--- src/logic/dsd_pkg.sv ---
/*
  Constants for the service identifier decoder: encoding codes, value
  limits, register offsets and reset values.
  Assumes nothing beyond a SystemVerilog compiler.
*/
`default_nettype none
package dsd_pkg;
  // Encoding codes
  localparam logic [7:0] TYPE_CONT   = 8'h32;
  localparam logic [7:0] SUB_ID      = 8'h01;
  localparam logic [7:0] SUB_ACT     = 8'h02;
  localparam logic [7:0] SUB_RSQ     = 8'h03;
  localparam logic [7:0] SUB_MC      = 8'h04;
  localparam logic [7:0] RS_FLAG     = 8'h01;
  localparam logic [7:0] RS_CH       = 8'h02;
  localparam logic [7:0] RS_WAIT     = 8'h03;
  localparam logic [7:0] RS_THR      = 8'h04;
  localparam logic [7:0] RS_HOLD     = 8'h05;
  localparam logic [7:0] RS_RLD      = 8'h06;
  // Fixed value lengths, zero meaning variable
  localparam logic [7:0] LEN_ID      = 8'h03;
  localparam logic [7:0] LEN_ONE     = 8'h01;
  localparam logic [7:0] LEN_HOLD    = 8'h02;
  localparam logic [7:0] LEN_VAR     = 8'h00;
  // Value limits
  localparam logic [23:0] ID_MAX     = 24'h0fffff;
  localparam logic [7:0] ACT_MAX     = 8'h02;
  localparam logic [7:0] FLAG_ON     = 8'h01;
  localparam logic [7:0] WAIT_MIN    = 8'h01;
  localparam logic [7:0] WAIT_MAX    = 8'hb4;
  localparam logic [7:0] THR_MAX     = 8'hb3;
  localparam logic [7:0] RLD_MAX     = 8'h01;
  // Register byte offsets
  localparam logic [7:0] OFS_CTRL    = 8'h00;
  localparam logic [7:0] OFS_BACKOFF = 8'h04;
  localparam logic [7:0] OFS_RCS     = 8'h08;
  localparam logic [7:0] OFS_ID      = 8'h0c;
  localparam logic [7:0] OFS_RSQ     = 8'h10;
  localparam logic [7:0] OFS_HOLD    = 8'h14;
  localparam logic [7:0] OFS_CHAN    = 8'h18;
  localparam logic [7:0] OFS_COUNT   = 8'h1c;
  // Reset values
  localparam logic        RST_ENABLE  = 1'b1;
  localparam logic [15:0] RST_BACKOFF = 16'h0001;

  typedef enum logic [3:0] {
    ST_TT  = 4'h0,
    ST_TLO = 4'h1,
    ST_TSK = 4'h2,
    ST_TLC = 4'h3,
    ST_L1T = 4'h4,
    ST_L1L = 4'h5,
    ST_L1V = 4'h6,
    ST_L2T = 4'h7,
    ST_L2L = 4'h8,
    ST_L2V = 4'h9,
    ST_CSK = 4'ha
  } dsd_state_type;
endpackage : dsd_pkg
`default_nettype wire

--- src/logic/dsd_tlv_decoder.sv ---
/*
  Decoder for downstream service identifier containers in a management
  message byte stream, with an AHB-Lite register slave.
  Assumes the message parser presents one byte per strobe, marks the first
  byte of each message, and that all inputs are on clk.
*/
// The address map and the AHB-Lite slave port were left to the implementer.
// What this block does
// - Every element is type, one-byte length, then value.
// - Several type 50 containers per message, each decoded on its own.
// - Identifier is three bytes, range 1 to 1048575, always present.
// - Action byte: 0 add, 1 change, 2 delete, others reserved; mandatory.
// - Resequencing flag must be 1; other values reserved; mandatory.
// - A present channel list limits loss detection to listed channels.
// - Without channel list, all receive channel set channels apply.
// - Wait time is one byte, 1 to 180, in 100 us units.
// - Missing wait time defaults to the maximum, 180.
// - Missing or zero threshold disables threshold counting and reporting.
// - Hold-off timer is two bytes in 20 ms units.
// - Missing hold-off uses the learned status backoff timer value.
// - Loss detection control byte: 0 disables, 1 enables.
// - Missing loss detection control means detection is enabled.
// - Multicast container contents are passed to the multicast handler.
`timescale 1ns/10ps
`default_nettype none
module dsd_tlv_decoder #(
  parameter int CH_N = 32
) (
  // Clock and reset
  input  wire logic              clk,
  input  wire logic              resetn,
  // Message byte stream
  input  wire logic              byte_valid,
  input  wire logic [7:0]        byte_data,
  input  wire logic              msg_start,
  // Decoded container
  output logic                   res_done,
  output logic                   res_err,
  output logic [19:0]            res_downstream_service_id,
  output logic [1:0]             res_action,
  output logic                   res_reseq,
  output logic [7:0]             res_wait,
  output logic [7:0]             res_thr,
  output logic                   res_thr_en,
  output logic [15:0]            res_hold,
  output logic                   res_rld_en,
  output logic [CH_N-1:0]        res_ch_mask,
  // Multicast handler
  output logic                   mcast_valid,
  output logic [7:0]             mcast_data,
  output logic                   mcast_last,
  // AHB-Lite slave
  input  wire logic              hsel,
  input  wire logic [31:0]       haddr,
  input  wire logic [1:0]        htrans,
  input  wire logic              hwrite,
  input  wire logic [2:0]        hsize,
  input  wire logic [31:0]       hwdata,
  input  wire logic              hready,
  output logic [31:0]            hrdata,
  output logic                   hreadyout,
  output logic                   hresp
);
  generate
    if (CH_N < 1 || CH_N > 32) begin : g_bad
      $error("CH_N must lie in 1..32");
    end
  endgenerate

  dsd_pkg::dsd_state_type st_reg, cur_st, st_next;
  logic [7:0]  top_rem_reg, l1_rem_reg, rs_rem_reg, l2_rem_reg, skip_reg;
  logic [7:0]  l1_type_reg, l2_type_reg;
  logic        en_reg;
  logic [15:0] backoff_reg;
  logic [CH_N-1:0] rcs_reg;
  logic        tk, in_cont, cont_last, v1, v2, err_set, fin_reg, bad;
  logic [7:0]  b, exp_len;
  logic [23:0] id_reg;
  logic [7:0]  act_reg, flag_reg, wait_reg, thr_reg, rld_reg;
  logic [15:0] hold_reg;
  logic        id_seen, act_seen, rs_seen, flag_seen, ch_seen;
  logic        wait_seen, thr_seen, hold_seen, rld_seen, err_reg;
  logic [CH_N-1:0] ch_reg, ch_hit;
  logic [15:0] cnt_ok_reg, cnt_err_reg;

  assign b = byte_data;
  assign tk = byte_valid && en_reg;
  // A message start always resynchronises the walk at top level
  assign cur_st = msg_start ? dsd_pkg::ST_TT : st_reg;
  assign in_cont = tk && (cur_st inside {dsd_pkg::ST_L1T, dsd_pkg::ST_L1L, dsd_pkg::ST_L1V,
                   dsd_pkg::ST_L2T, dsd_pkg::ST_L2L, dsd_pkg::ST_L2V, dsd_pkg::ST_CSK});
  assign cont_last = in_cont && (top_rem_reg == 8'h01);
  assign v1 = tk && (cur_st == dsd_pkg::ST_L1V);
  assign v2 = tk && (cur_st == dsd_pkg::ST_L2V);

  always_comb
  begin
    exp_len = dsd_pkg::LEN_VAR;
    if (cur_st == dsd_pkg::ST_L1L)
    begin
      case (l1_type_reg)
        dsd_pkg::SUB_ID:  exp_len = dsd_pkg::LEN_ID;
        dsd_pkg::SUB_ACT: exp_len = dsd_pkg::LEN_ONE;
        default:          exp_len = dsd_pkg::LEN_VAR;
      endcase
    end
    else
    begin
      case (l2_type_reg)
        dsd_pkg::RS_FLAG, dsd_pkg::RS_WAIT,
        dsd_pkg::RS_THR, dsd_pkg::RS_RLD: exp_len = dsd_pkg::LEN_ONE;
        dsd_pkg::RS_HOLD:                 exp_len = dsd_pkg::LEN_HOLD;
        default:                          exp_len = dsd_pkg::LEN_VAR;
      endcase
    end
  end

  // Next state; the last byte of a container always returns to top level
  always_comb
  begin
    st_next = cur_st;
    err_set = 1'b0;
    case (cur_st)
      dsd_pkg::ST_TT:  st_next = (b == dsd_pkg::TYPE_CONT) ? dsd_pkg::ST_TLC
                                                           : dsd_pkg::ST_TLO;
      dsd_pkg::ST_TLO: st_next = (b == 8'h00) ? dsd_pkg::ST_TT : dsd_pkg::ST_TSK;
      dsd_pkg::ST_TSK: st_next = (skip_reg == 8'h01) ? dsd_pkg::ST_TT : dsd_pkg::ST_TSK;
      dsd_pkg::ST_TLC: st_next = (b == 8'h00) ? dsd_pkg::ST_TT : dsd_pkg::ST_L1T;
      dsd_pkg::ST_L1T:
      begin
        st_next = dsd_pkg::ST_L1L;
        err_set = cont_last;
      end
      dsd_pkg::ST_L1L:
      begin
        if (b > top_rem_reg - 8'h01)
        begin
          st_next = dsd_pkg::ST_CSK;
          err_set = 1'b1;
        end
        else
        begin
          err_set = (exp_len != dsd_pkg::LEN_VAR) && (b != exp_len);
          if (b == 8'h00)
            st_next = dsd_pkg::ST_L1T;
          else if (l1_type_reg == dsd_pkg::SUB_RSQ)
            st_next = dsd_pkg::ST_L2T;
          else
            st_next = dsd_pkg::ST_L1V;
        end
      end
      dsd_pkg::ST_L1V: st_next = (l1_rem_reg == 8'h01) ? dsd_pkg::ST_L1T : dsd_pkg::ST_L1V;
      dsd_pkg::ST_L2T:
      begin
        st_next = (rs_rem_reg == 8'h01) ? dsd_pkg::ST_L1T : dsd_pkg::ST_L2L;
        err_set = (rs_rem_reg == 8'h01);
      end
      dsd_pkg::ST_L2L:
      begin
        if (b > rs_rem_reg - 8'h01)
        begin
          st_next = dsd_pkg::ST_CSK;
          err_set = 1'b1;
        end
        else
        begin
          err_set = (exp_len != dsd_pkg::LEN_VAR) && (b != exp_len);
          if (b != 8'h00)
            st_next = dsd_pkg::ST_L2V;
          else
            st_next = (rs_rem_reg == 8'h01) ? dsd_pkg::ST_L1T : dsd_pkg::ST_L2T;
        end
      end
      dsd_pkg::ST_L2V:
        if (l2_rem_reg == 8'h01)
          st_next = (rs_rem_reg == 8'h01) ? dsd_pkg::ST_L1T : dsd_pkg::ST_L2T;
      dsd_pkg::ST_CSK: st_next = dsd_pkg::ST_CSK;
      default:         st_next = dsd_pkg::ST_TT;
    endcase
    if (cont_last)
      st_next = dsd_pkg::ST_TT;
  end

  // Walk state and remaining-length counters
  always_ff @(posedge clk or negedge resetn)
  begin
    if (!resetn)
    begin
      st_reg      <= dsd_pkg::ST_TT;
      top_rem_reg <= 8'h00;
      l1_rem_reg  <= 8'h00;
      rs_rem_reg  <= 8'h00;
      l2_rem_reg  <= 8'h00;
      skip_reg    <= 8'h00;
      l1_type_reg <= 8'h00;
      l2_type_reg <= 8'h00;
    end
    else if (tk)
    begin
      st_reg <= st_next;
      if (in_cont)
        top_rem_reg <= top_rem_reg - 8'h01;
      case (cur_st)
        dsd_pkg::ST_TLO: skip_reg <= b;
        dsd_pkg::ST_TSK: skip_reg <= skip_reg - 8'h01;
        dsd_pkg::ST_TLC: top_rem_reg <= b;
        dsd_pkg::ST_L1T: l1_type_reg <= b;
        dsd_pkg::ST_L1L:
        begin
          l1_rem_reg <= b;
          rs_rem_reg <= b;
        end
        dsd_pkg::ST_L1V: l1_rem_reg <= l1_rem_reg - 8'h01;
        dsd_pkg::ST_L2T:
        begin
          l2_type_reg <= b;
          rs_rem_reg  <= rs_rem_reg - 8'h01;
        end
        dsd_pkg::ST_L2L:
        begin
          l2_rem_reg <= b;
          rs_rem_reg <= rs_rem_reg - 8'h01;
        end
        dsd_pkg::ST_L2V:
        begin
          l2_rem_reg <= l2_rem_reg - 8'h01;
          rs_rem_reg <= rs_rem_reg - 8'h01;
        end
        default: skip_reg <= skip_reg;
      endcase
    end
  end

  genvar gi;
  generate
    for (gi = 0; gi < CH_N; gi++) begin : g_ch
      assign ch_hit[gi] = v2 && (l2_type_reg == dsd_pkg::RS_CH) && (b == 8'(gi));
    end
  endgenerate

  // Captured fields of the container under decode
  always_ff @(posedge clk or negedge resetn)
  begin
    if (!resetn)
    begin
      {id_seen, act_seen, rs_seen, flag_seen, ch_seen} <= 5'h00;
      {wait_seen, thr_seen, hold_seen, rld_seen, err_reg} <= 5'h00;
      id_reg <= 24'h000000;
      {act_reg, flag_reg, wait_reg, thr_reg, rld_reg} <= 40'h0000000000;
      hold_reg <= 16'h0000;
      ch_reg <= '0;
    end
    else if (tk && cur_st == dsd_pkg::ST_TLC)
    begin
      {id_seen, act_seen, rs_seen, flag_seen, ch_seen} <= 5'h00;
      {wait_seen, thr_seen, hold_seen, rld_seen, err_reg} <= 5'h00;
      ch_reg <= '0;
    end
    else if (tk)
    begin
      err_reg <= err_reg | err_set;
      ch_reg  <= ch_reg | ch_hit;
      if (cur_st == dsd_pkg::ST_L1L && l1_type_reg == dsd_pkg::SUB_RSQ)
        rs_seen <= 1'b1;
      if (v1 && l1_type_reg == dsd_pkg::SUB_ID)
      begin
        id_reg  <= {id_reg[15:0], b};
        id_seen <= 1'b1;
      end
      if (v1 && l1_type_reg == dsd_pkg::SUB_ACT)
      begin
        act_reg  <= b;
        act_seen <= 1'b1;
      end
      if (v2)
      begin
        case (l2_type_reg)
          dsd_pkg::RS_FLAG: {flag_seen, flag_reg} <= {1'b1, b};
          dsd_pkg::RS_CH:   ch_seen <= 1'b1;
          dsd_pkg::RS_WAIT: {wait_seen, wait_reg} <= {1'b1, b};
          dsd_pkg::RS_THR:  {thr_seen, thr_reg} <= {1'b1, b};
          dsd_pkg::RS_HOLD: {hold_seen, hold_reg} <= {1'b1, hold_reg[7:0], b};
          dsd_pkg::RS_RLD:  {rld_seen, rld_reg} <= {1'b1, b};
          default:          ch_seen <= ch_seen;
        endcase
      end
    end
  end

  assign bad = err_reg || !id_seen || !act_seen
    || id_reg == 24'h000000 || id_reg > dsd_pkg::ID_MAX || act_reg > dsd_pkg::ACT_MAX
    || (rs_seen && (!flag_seen || flag_reg != dsd_pkg::FLAG_ON
    || (wait_seen && (wait_reg < dsd_pkg::WAIT_MIN || wait_reg > dsd_pkg::WAIT_MAX))
    || (thr_seen && thr_reg > dsd_pkg::THR_MAX)
    || (rld_seen && rld_reg > dsd_pkg::RLD_MAX)));

  // Result registers, loaded one cycle after the container's last byte
  always_ff @(posedge clk or negedge resetn)
  begin
    if (!resetn)
    begin
      fin_reg <= 1'b0;
      {res_done, res_err, res_reseq, res_thr_en, res_rld_en} <= 5'h00;
      res_downstream_service_id <= 20'h00000;
      res_action <= 2'h0;
      {res_wait, res_thr} <= 16'h0000;
      res_hold <= 16'h0000;
      res_ch_mask <= '0;
      cnt_ok_reg <= 16'h0000;
      cnt_err_reg <= 16'h0000;
    end
    else
    begin
      fin_reg  <= cont_last || (tk && cur_st == dsd_pkg::ST_TLC && b == 8'h00);
      res_done <= fin_reg;
      if (fin_reg)
      begin
        res_err    <= bad;
        res_downstream_service_id   <= id_reg[19:0];
        res_action <= act_reg[1:0];
        res_reseq  <= rs_seen;
        res_wait   <= !rs_seen ? 8'h00 : wait_seen ? wait_reg : dsd_pkg::WAIT_MAX;
        res_thr    <= thr_seen ? thr_reg : 8'h00;
        res_thr_en <= rs_seen && thr_seen && thr_reg != 8'h00;
        res_hold   <= hold_seen ? hold_reg : backoff_reg;
        res_rld_en <= rs_seen && (!rld_seen || rld_reg[0]);
        res_ch_mask <= ch_seen ? ch_reg : rcs_reg;
        if (bad)
          cnt_err_reg <= cnt_err_reg + 16'h0001;
        else
          cnt_ok_reg <= cnt_ok_reg + 16'h0001;
      end
    end
  end

  // Multicast contents pass straight through, one byte per strobe
  always_ff @(posedge clk or negedge resetn)
  begin
    if (!resetn)
    begin
      mcast_valid <= 1'b0;
      mcast_data  <= 8'h00;
      mcast_last  <= 1'b0;
    end
    else
    begin
      mcast_valid <= v1 && l1_type_reg == dsd_pkg::SUB_MC;
      mcast_data  <= b;
      mcast_last  <= v1 && l1_type_reg == dsd_pkg::SUB_MC && l1_rem_reg == 8'h01;
    end
  end

  // AHB-Lite slave: zero wait states, always OKAY
  logic       wr_pend_reg;
  logic [7:0] wr_addr_reg;
  logic       ap;
  assign ap = hsel && htrans[1] && hready;
  assign hreadyout = 1'b1;
  assign hresp = 1'b0;

  always_ff @(posedge clk or negedge resetn)
  begin
    if (!resetn)
    begin
      wr_pend_reg <= 1'b0;
      wr_addr_reg <= 8'h00;
      hrdata      <= 32'h00000000;
    end
    else
    begin
      wr_pend_reg <= ap && hwrite;
      wr_addr_reg <= haddr[7:0];
      if (ap && !hwrite)
      begin
        case (haddr[7:0])
          dsd_pkg::OFS_CTRL:    hrdata <= {31'h00000000, en_reg};
          dsd_pkg::OFS_BACKOFF: hrdata <= {16'h0000, backoff_reg};
          dsd_pkg::OFS_RCS:     hrdata <= 32'(rcs_reg);
          dsd_pkg::OFS_ID:      hrdata <= {res_err, 5'h00, res_action, 4'h0, res_downstream_service_id};
          dsd_pkg::OFS_RSQ:     hrdata <= {13'h0000, res_reseq, res_thr_en, res_rld_en,
                                           res_thr, res_wait};
          dsd_pkg::OFS_HOLD:    hrdata <= {16'h0000, res_hold};
          dsd_pkg::OFS_CHAN:    hrdata <= 32'(res_ch_mask);
          dsd_pkg::OFS_COUNT:   hrdata <= {cnt_err_reg, cnt_ok_reg};
          default:              hrdata <= 32'h00000000;
        endcase
      end
    end
  end

  always_ff @(posedge clk or negedge resetn)
  begin
    if (!resetn)
    begin
      en_reg      <= dsd_pkg::RST_ENABLE;
      backoff_reg <= dsd_pkg::RST_BACKOFF;
      rcs_reg     <= '1;
    end
    else if (wr_pend_reg)
    begin
      case (wr_addr_reg)
        dsd_pkg::OFS_CTRL:    en_reg <= hwdata[0];
        dsd_pkg::OFS_BACKOFF: backoff_reg <= hwdata[15:0];
        dsd_pkg::OFS_RCS:     rcs_reg <= hwdata[CH_N-1:0];
        default:              en_reg <= en_reg;
      endcase
    end
  end

  // Checks
  done_after_last_a: assert property (@(posedge clk) disable iff (!resetn)
    cont_last |=> ##1 res_done) else $error("no result after container end");
  downstream_service_id_range_a: assert property (@(posedge clk) disable iff (!resetn)
    res_done && !res_err |-> res_downstream_service_id != 20'h00000) else $error("bad identifier");
  action_code_a: assert property (@(posedge clk) disable iff (!resetn)
    res_done && !res_err |-> res_action <= 2'h2) else $error("reserved action");
  wait_range_a: assert property (@(posedge clk) disable iff (!resetn)
    res_done && !res_err && res_reseq |-> res_wait inside {[8'h01:8'hb4]})
    else $error("wait time out of range");
  wait_default_a: assert property (@(posedge clk) disable iff (!resetn)
    fin_reg && rs_seen && !wait_seen |=> res_wait == 8'hb4)
    else $error("wait default wrong");
  thr_enable_a: assert property (@(posedge clk) disable iff (!resetn)
    res_done |-> res_thr_en == (res_reseq && res_thr != 8'h00))
    else $error("threshold enable wrong");
  hold_default_a: assert property (@(posedge clk) disable iff (!resetn)
    fin_reg && !hold_seen |=> res_hold == $past(backoff_reg))
    else $error("hold-off default wrong");
  rld_default_a: assert property (@(posedge clk) disable iff (!resetn)
    fin_reg && rs_seen && !rld_seen |=> res_rld_en) else $error("detection off");
  chan_default_a: assert property (@(posedge clk) disable iff (!resetn)
    fin_reg && !ch_seen |=> res_ch_mask == $past(rcs_reg))
    else $error("channel default wrong");
  mcast_pass_a: assert property (@(posedge clk) disable iff (!resetn)
    v1 && l1_type_reg == 8'h04 |=> mcast_valid && mcast_data == $past(byte_data))
    else $error("multicast byte lost");
  overrun_err_a: assert property (@(posedge clk) disable iff (!resetn)
    tk && cur_st == dsd_pkg::ST_L1L && b > top_rem_reg - 8'h01 |=> err_reg)
    else $error("length overrun not flagged");

  reseq_ok_c: cover property (@(posedge clk) disable iff (!resetn)
    res_done && !res_err && res_reseq);
  plain_ok_c: cover property (@(posedge clk) disable iff (!resetn)
    res_done && !res_err && !res_reseq);
  invalid_c: cover property (@(posedge clk) disable iff (!resetn) res_done && res_err);
  mcast_c: cover property (@(posedge clk) disable iff (!resetn) mcast_valid && mcast_last);
endmodule : dsd_tlv_decoder
`default_nettype wire

--- config.mk ---
export PLATFORM = sky130hd
export DESIGN_NAME = dsd_tlv_decoder
export DESIGN_NICKNAME = d
export VERILOG_FILES = /design/src/logic/dsd_pkg.sv /design/src/logic/dsd_tlv_decoder.sv
export SDC_FILE = /design/constraint.sdc
export NUM_CORES = 1
export LEC_CHECK = 0
export ABC_AREA = 1
export BUFFER_PORTS_ARGS = -buffer_cell sky130_fd_sc_hd__buf_2
export CAP_MARGIN = 10
export CORE_MARGIN = 2
export CORE_UTILIZATION = 50
export CTS_BUF_LIST = sky130_fd_sc_hd__clkbuf_4
export DETAILED_ROUTE_END_ITERATION = 8
export GPL_TIMING_DRIVEN = 0
export MAX_ROUTING_LAYER = met4
export PLACE_DENSITY = 0.69
export SLEW_MARGIN = 20
export SYNTH_ARGS = -nofsm -noshare
export SYNTH_HDL_FRONTEND = slang
export SYNTH_SLANG_ARGS = --single-unit
export TNS_END_PERCENT = 1
--- constraint.sdc ---
create_clock -name clk -period 5.9 [get_ports clk]
set_input_delay 1.18 -clock clk [delete_from_list [all_inputs] [get_ports clk]]
set_output_delay 1.18 -clock clk [all_outputs]
set_load 0.05 [all_outputs]
Yosys cells after proc, flatten, opt, wreduce, memory -nomap -nowiden
Cells that the tools add are included.
W data, S select, Z words.
{ "classes": {"n_mux": 71, "reduce_logical": 130, "order_cmp": 8, "n_eq_ne": 68, "addsub": 7, "bitwise_logic": 4} }
{ "op_table": {"columns": ["cell", "count"], "rows": [
  ["$pmux W32 S8", 1],
  ["$eq A8 B5 Y1 const B", 20],
  ["$mux W32", 3],
  ["$eq A8 B4 Y1 const B", 11],
  ["$eq A8 B3 Y1 const B", 10],
  ["$eq A8 B1 Y1 const B", 8],
  ["$pmux W8 S2", 4],
  ["$logic_and A1 B1 Y1", 57],
  ["$eq A8 B2 Y1 const B", 6],
  ["$mux W8", 6],
  ["$pmux W4 S11", 1],
  ["$sub A8 B1 Y8 const B", 5],
  ["$mux W1", 38],
  ["$add A16 B1 Y16 const B", 2],
  ["$or A32 B32 Y32", 1],
  ["$reduce_bool A2 Y1", 16],
  ["$reduce_and A2 Y1", 15],
  ["$mux W4", 7],
  ["$gt A24 B20 Y1 const B", 1],
  ["$logic_not A24 Y1", 1],
  ["$logic_not A8 Y1", 3],
  ["$reduce_and A3 Y1", 8],
  ["$reduce_bool A8 Y1", 3],
  ["$reduce_and A4 Y1", 5],
  ["other kinds (25)", 56]
]} }
{ "word_totals": {"ff_bits": 406, "in_bits": 84, "wordCells": 337} }

Logic depth before layout (Yosys ltp)
{ "logic_depth": {"depth_word": 11, "depth_mapped": 17, "ltp_nobuf": 17} }

Worst setup path before layout
Ideal clock, no wire load.
{ "synth_path": {"kind": "input -> register", "from": "input byte_data[0]", "to": "register err_reg", "path_stages": 14, "arrival_ns": 2.446, "slack_ns": 3.337, "path_buffers": 1, "t_required_ns": 5.782, "cell_sequence": "inv_1 > clkbuf_1 > ha_1 > inv_1 > a21oi_1 > o21ai_0 > nand2_1 > nand2_1 > nand3_1 > nand2_1 > nor2_1 > nand3_1 > nand3_1 > nand2_1"} }
{ "synth_via": {"elab_chain_cells": 7} }
{ "synth_lines": {"columns": ["item", "line_no", "text"], "rows": [
  ["start, declared", "dsd_tlv_decoder.sv:34", "input wire logic [7:0] byte_data,"],
  ["parallel branches: the longest is 3 deep, another holds $gt A8 B8 Y1", null, null],
  ["$pmux W1 S4 (*)", "dsd_tlv_decoder.sv:123", "case (cur_st)"],
  ["$or A1 B1 Y1 (*)", "dsd_tlv_decoder.sv:261", "err_reg <= err_reg | err_set;"],
  ["$mux W1 (*)", "dsd_tlv_decoder.sv:259", "else if (tk)"],
  ["$mux W1 (*)", "dsd_tlv_decoder.sv:253", "else if (tk && cur_st == dsd_pkg::ST_TLC)"],
  ["end signal, assigned", "dsd_tlv_decoder.sv:261", null],
  ["end, declared", "dsd_tlv_decoder.sv:82", "logic wait_seen, thr_seen, hold_seen, rld_seen, err_reg;"]
]} }
Mark *: on every way between the ends. The select of a mux whose other input is x is not followed.
A chain may end at the register's enable or synchronous reset.

Worst setup path in the final report
{ "layout_path": {"from": "register res_thr_en", "to": "output res_thr_en"} }
{ "layout_lines": {"columns": ["item", "line_no", "text"], "rows": [
  ["start, declared", "dsd_tlv_decoder.sv:44", "output logic res_thr_en,"],
  ["start signal, assigned", "dsd_tlv_decoder.sv:303", "{res_done, res_err, res_reseq, res_thr_en, res_rld_en} <= 5'h00;"],
  ["start signal, assigned", "dsd_tlv_decoder.sv:324", "res_thr_en <= rs_seen && thr_seen && thr_reg != 8'h00;"]
]} }
No word-level cell between the ends.

==> impl_metrics.json <==
{
  "dieArea_mm2": 0.0408,
  "critPathMaxFanout": 3,
  "hold_viol_final": 0,
  "synth.largest_area_cell": "dfrtp_1",
  "synthFlopType": "dfrtp_1",
  "antenna_found_initial": 3,
  "ant_nets": 0,
  "ioPinCount": 219,
  "yosysWarningCount": 0,
  "post-cts-setup-buffer-count": 0,
  "busiest_layer": "met2",
  "powerDensity_mw_per_mm2": 305,
  "area_growth_pct": 15.8,
  "synth-seq-cells": 406,
  "place_congestion": 0.993,
  "rsz0062_at_grt": "false",
  "viasPerCell": 5.57,
  "synth_top_area_share_pct": 47.5,
  "firstDrtPassIters": 6,
  "leakagePower_nw": 11.3,
  "drv_slew": 0,
  "post_drt_wl_per_cell_um": 20.3,
  "cts_resized": 0,
  "worst_pin_slew_ps": 980,
  "syn-cell-area_mm2": 0.0196,
  "grt_use_total_pct": 33.5,
  "stdcell_count": 3240,
  "nets": 2749,
  "clock_latency_ps": 830,
  "syn_area_per_cell_um2": 8.39,
  "synth_common_cells": "nand2_1 (494), dfrtp_1 (372), o21ai_0 (344)",
  "ys_seq_area_share_pct": 52.1,
  "peakVddDrop_mv": 0.178,
  "cts.hold.buffers_added": 0,
  "drive_gt1_share_pct": 18.0,
  "grtUsageMet1_pct": 44.8,
  "portBuffers": 188,
  "cts_buffer_depth": 3,
  "cts_buffers": 107,
  "rows": 72,
  "die_w_um": 202,
  "post-route-util_pct": 58.7,
  "grt_max_degree": 85,
  "clk_pin_slew_ps": 70,
  "path_cells": "buf_2",
  "critPathMaxStageDelay_ps": 580,
  "max_slew_margin_pct": 34.7,
  "dr.first_iter.drc_count": 1623,
  "cts_root_buf": "clkbuf_4",
  "routed_wirelength_mm": 65.8,
  "max_freq_mhz": 341,
  "synth_most_common_cell": "nand2_1",
  "grt_overflow": 0,
  "fin_crit_sh_pct": 49.7,
  "synth.distinct_cells": 57,
  "end_kind": "output pin",
  "met3_usage_pct": 6.82,
  "vias": 18059,
  "worst_path_max_delay_cell": "dfrtp_1",
  "initial_utilization_pct": 50.7,
  "use_met2_pct": 50.5,
  "fp.coreArea_mm2": 0.0386,
  "crit_arrival_ps": 1750,
  "fin_setup_tns_ps": 0,
  "htreeDepth": 3,
  "crit_family": "flip-flops",
  "finalSetupViolCount": 0,
  "worstSetupPathType": "flop to output pin",
  "drv_cap": 0,
  "required_ps": 4720,
  "postSynth.asyncResetShare_pct": 100,
  "outcome": "finished clean",
  "placed_cells": 3046,
  "cts_tree": "built",
  "syn-instance-count": 2335,
  "dieHeight_um": 202,
  "path_buf_inv": 1,
  "grt_pass1_wl_mm": 101,
  "postPlaceCellArea_mm2": 0.0213,
  "fill_cells": 3578,
  "cts_sinks": 406,
  "synth_nets": 2447,
  "power_w": 0.00692,
  "finalCriticalPeriod_ps": 2930,
  "synth.area.top_cells": "dfrtp_1 (48%), nand2_1 (9.5%), o21ai_0 (8.8%)",
  "clock_skew_ps": 32.3,
  "hpwl_mm": 49.8,
  "synth_edf_count": 0,
  "grt_pass1_vias": 17584,
  "final_area_mm2": 0.0227,
  "start_kind": "flop",
  "hp-class": "input port to async pin",
  "drc": 0
}
final timing paths:
| kind | to | cells after the start | slack, ps | from |
|---|---|---|---|---|
| hold / removal | res_hold[0] | 1 | 260 | resetn |
| max in group asynchronous | id_reg[19] | 3 | 4480 | resetn |
| setup / recovery | res_thr_en | 1 | 2970 | res_thr_en |
| min in group clk | res_done | 0 | 390 | fin_reg |
| hold reg to reg | res_done | 0 | 390 | fin_reg |
| setup reg to reg | res_downstream_service_id[15] | 5 | 3210 | fin_reg |
where the power goes:
group	internal (W)	switching, W	leakage (nW)
Clock	0.00126	0.00120	0.810
Sequential	0.00301	0.000179	5.33
Combinational	0.000401	0.000873	5.16
through the flow:
step	worst slack [ps]	hold slack [ps]
after floorplan	3340	373
after global placement	-4360	400
after detailed placement	2110	399
after CTS	2910	223
after global routing	2860	233
final	2970	264
kinds of logic after synthesis:
kind of cell | Yosys count | share of synthesized area, %
compound gates | 571 | 16.1
buf+inv | 398 | 7.95
simple gates | 863 | 18.7
fa+ha+maj | 28 | 1.79
flops | 406 | 52.1
mux | 24 | 1.44
xor+xnor | 43 | 1.92
other cells | 2 | 0.0383
cell type report:
type | count | area, um2 | share of cell area [%]
Clock inverter | 27 | 123 | 0.541
Tap cell | 518 | 648 | 2.86
Buffer | 105 | 454 | 2.00
Multi-Input combinational cell | 1531 | 7830 | 34.5
Inverter | 293 | 1100 | 4.86
Timing Repair Buffer | 193 | 1090 | 4.80
Sequential cell | 406 | 10200 | 45.0
Antenna cell | 3 | 7.51 | 0.0331
Clock buffer | 164 | 1230 | 5.43
cell usage in the layout, fill, tap and decap left out, types with 8 or more instances in the layout:
cell and count:
mux2_2 21, xnor2_1 10, a21oi_1 75, xor2_1 33, o2111ai_1 8, nor2_1 179, clkinv_1 22, o21ai_0 344
nor4_1 13, o31ai_1 8, o211ai_1 15, a31oi_1 36, nand4_1 26, dfrtp_1 372, buf_2 211, o21ai_1 12
clkbuf_4 164, o22ai_1 48, dfstp_2 34, nand2_1 494, nand3_1 95, ha_1 28, clkbuf_1 73, inv_1 285
nor3_1 24
metal layers:
layer  vias to the layer above  wire length [um]
met3                       173              5010
met5                         -                 0
met4                         0              2540
li1                       8403                 -
met1                      8718             28300
met2                       765             29900
No activity file was read; power rests on OpenSTA's default activity.
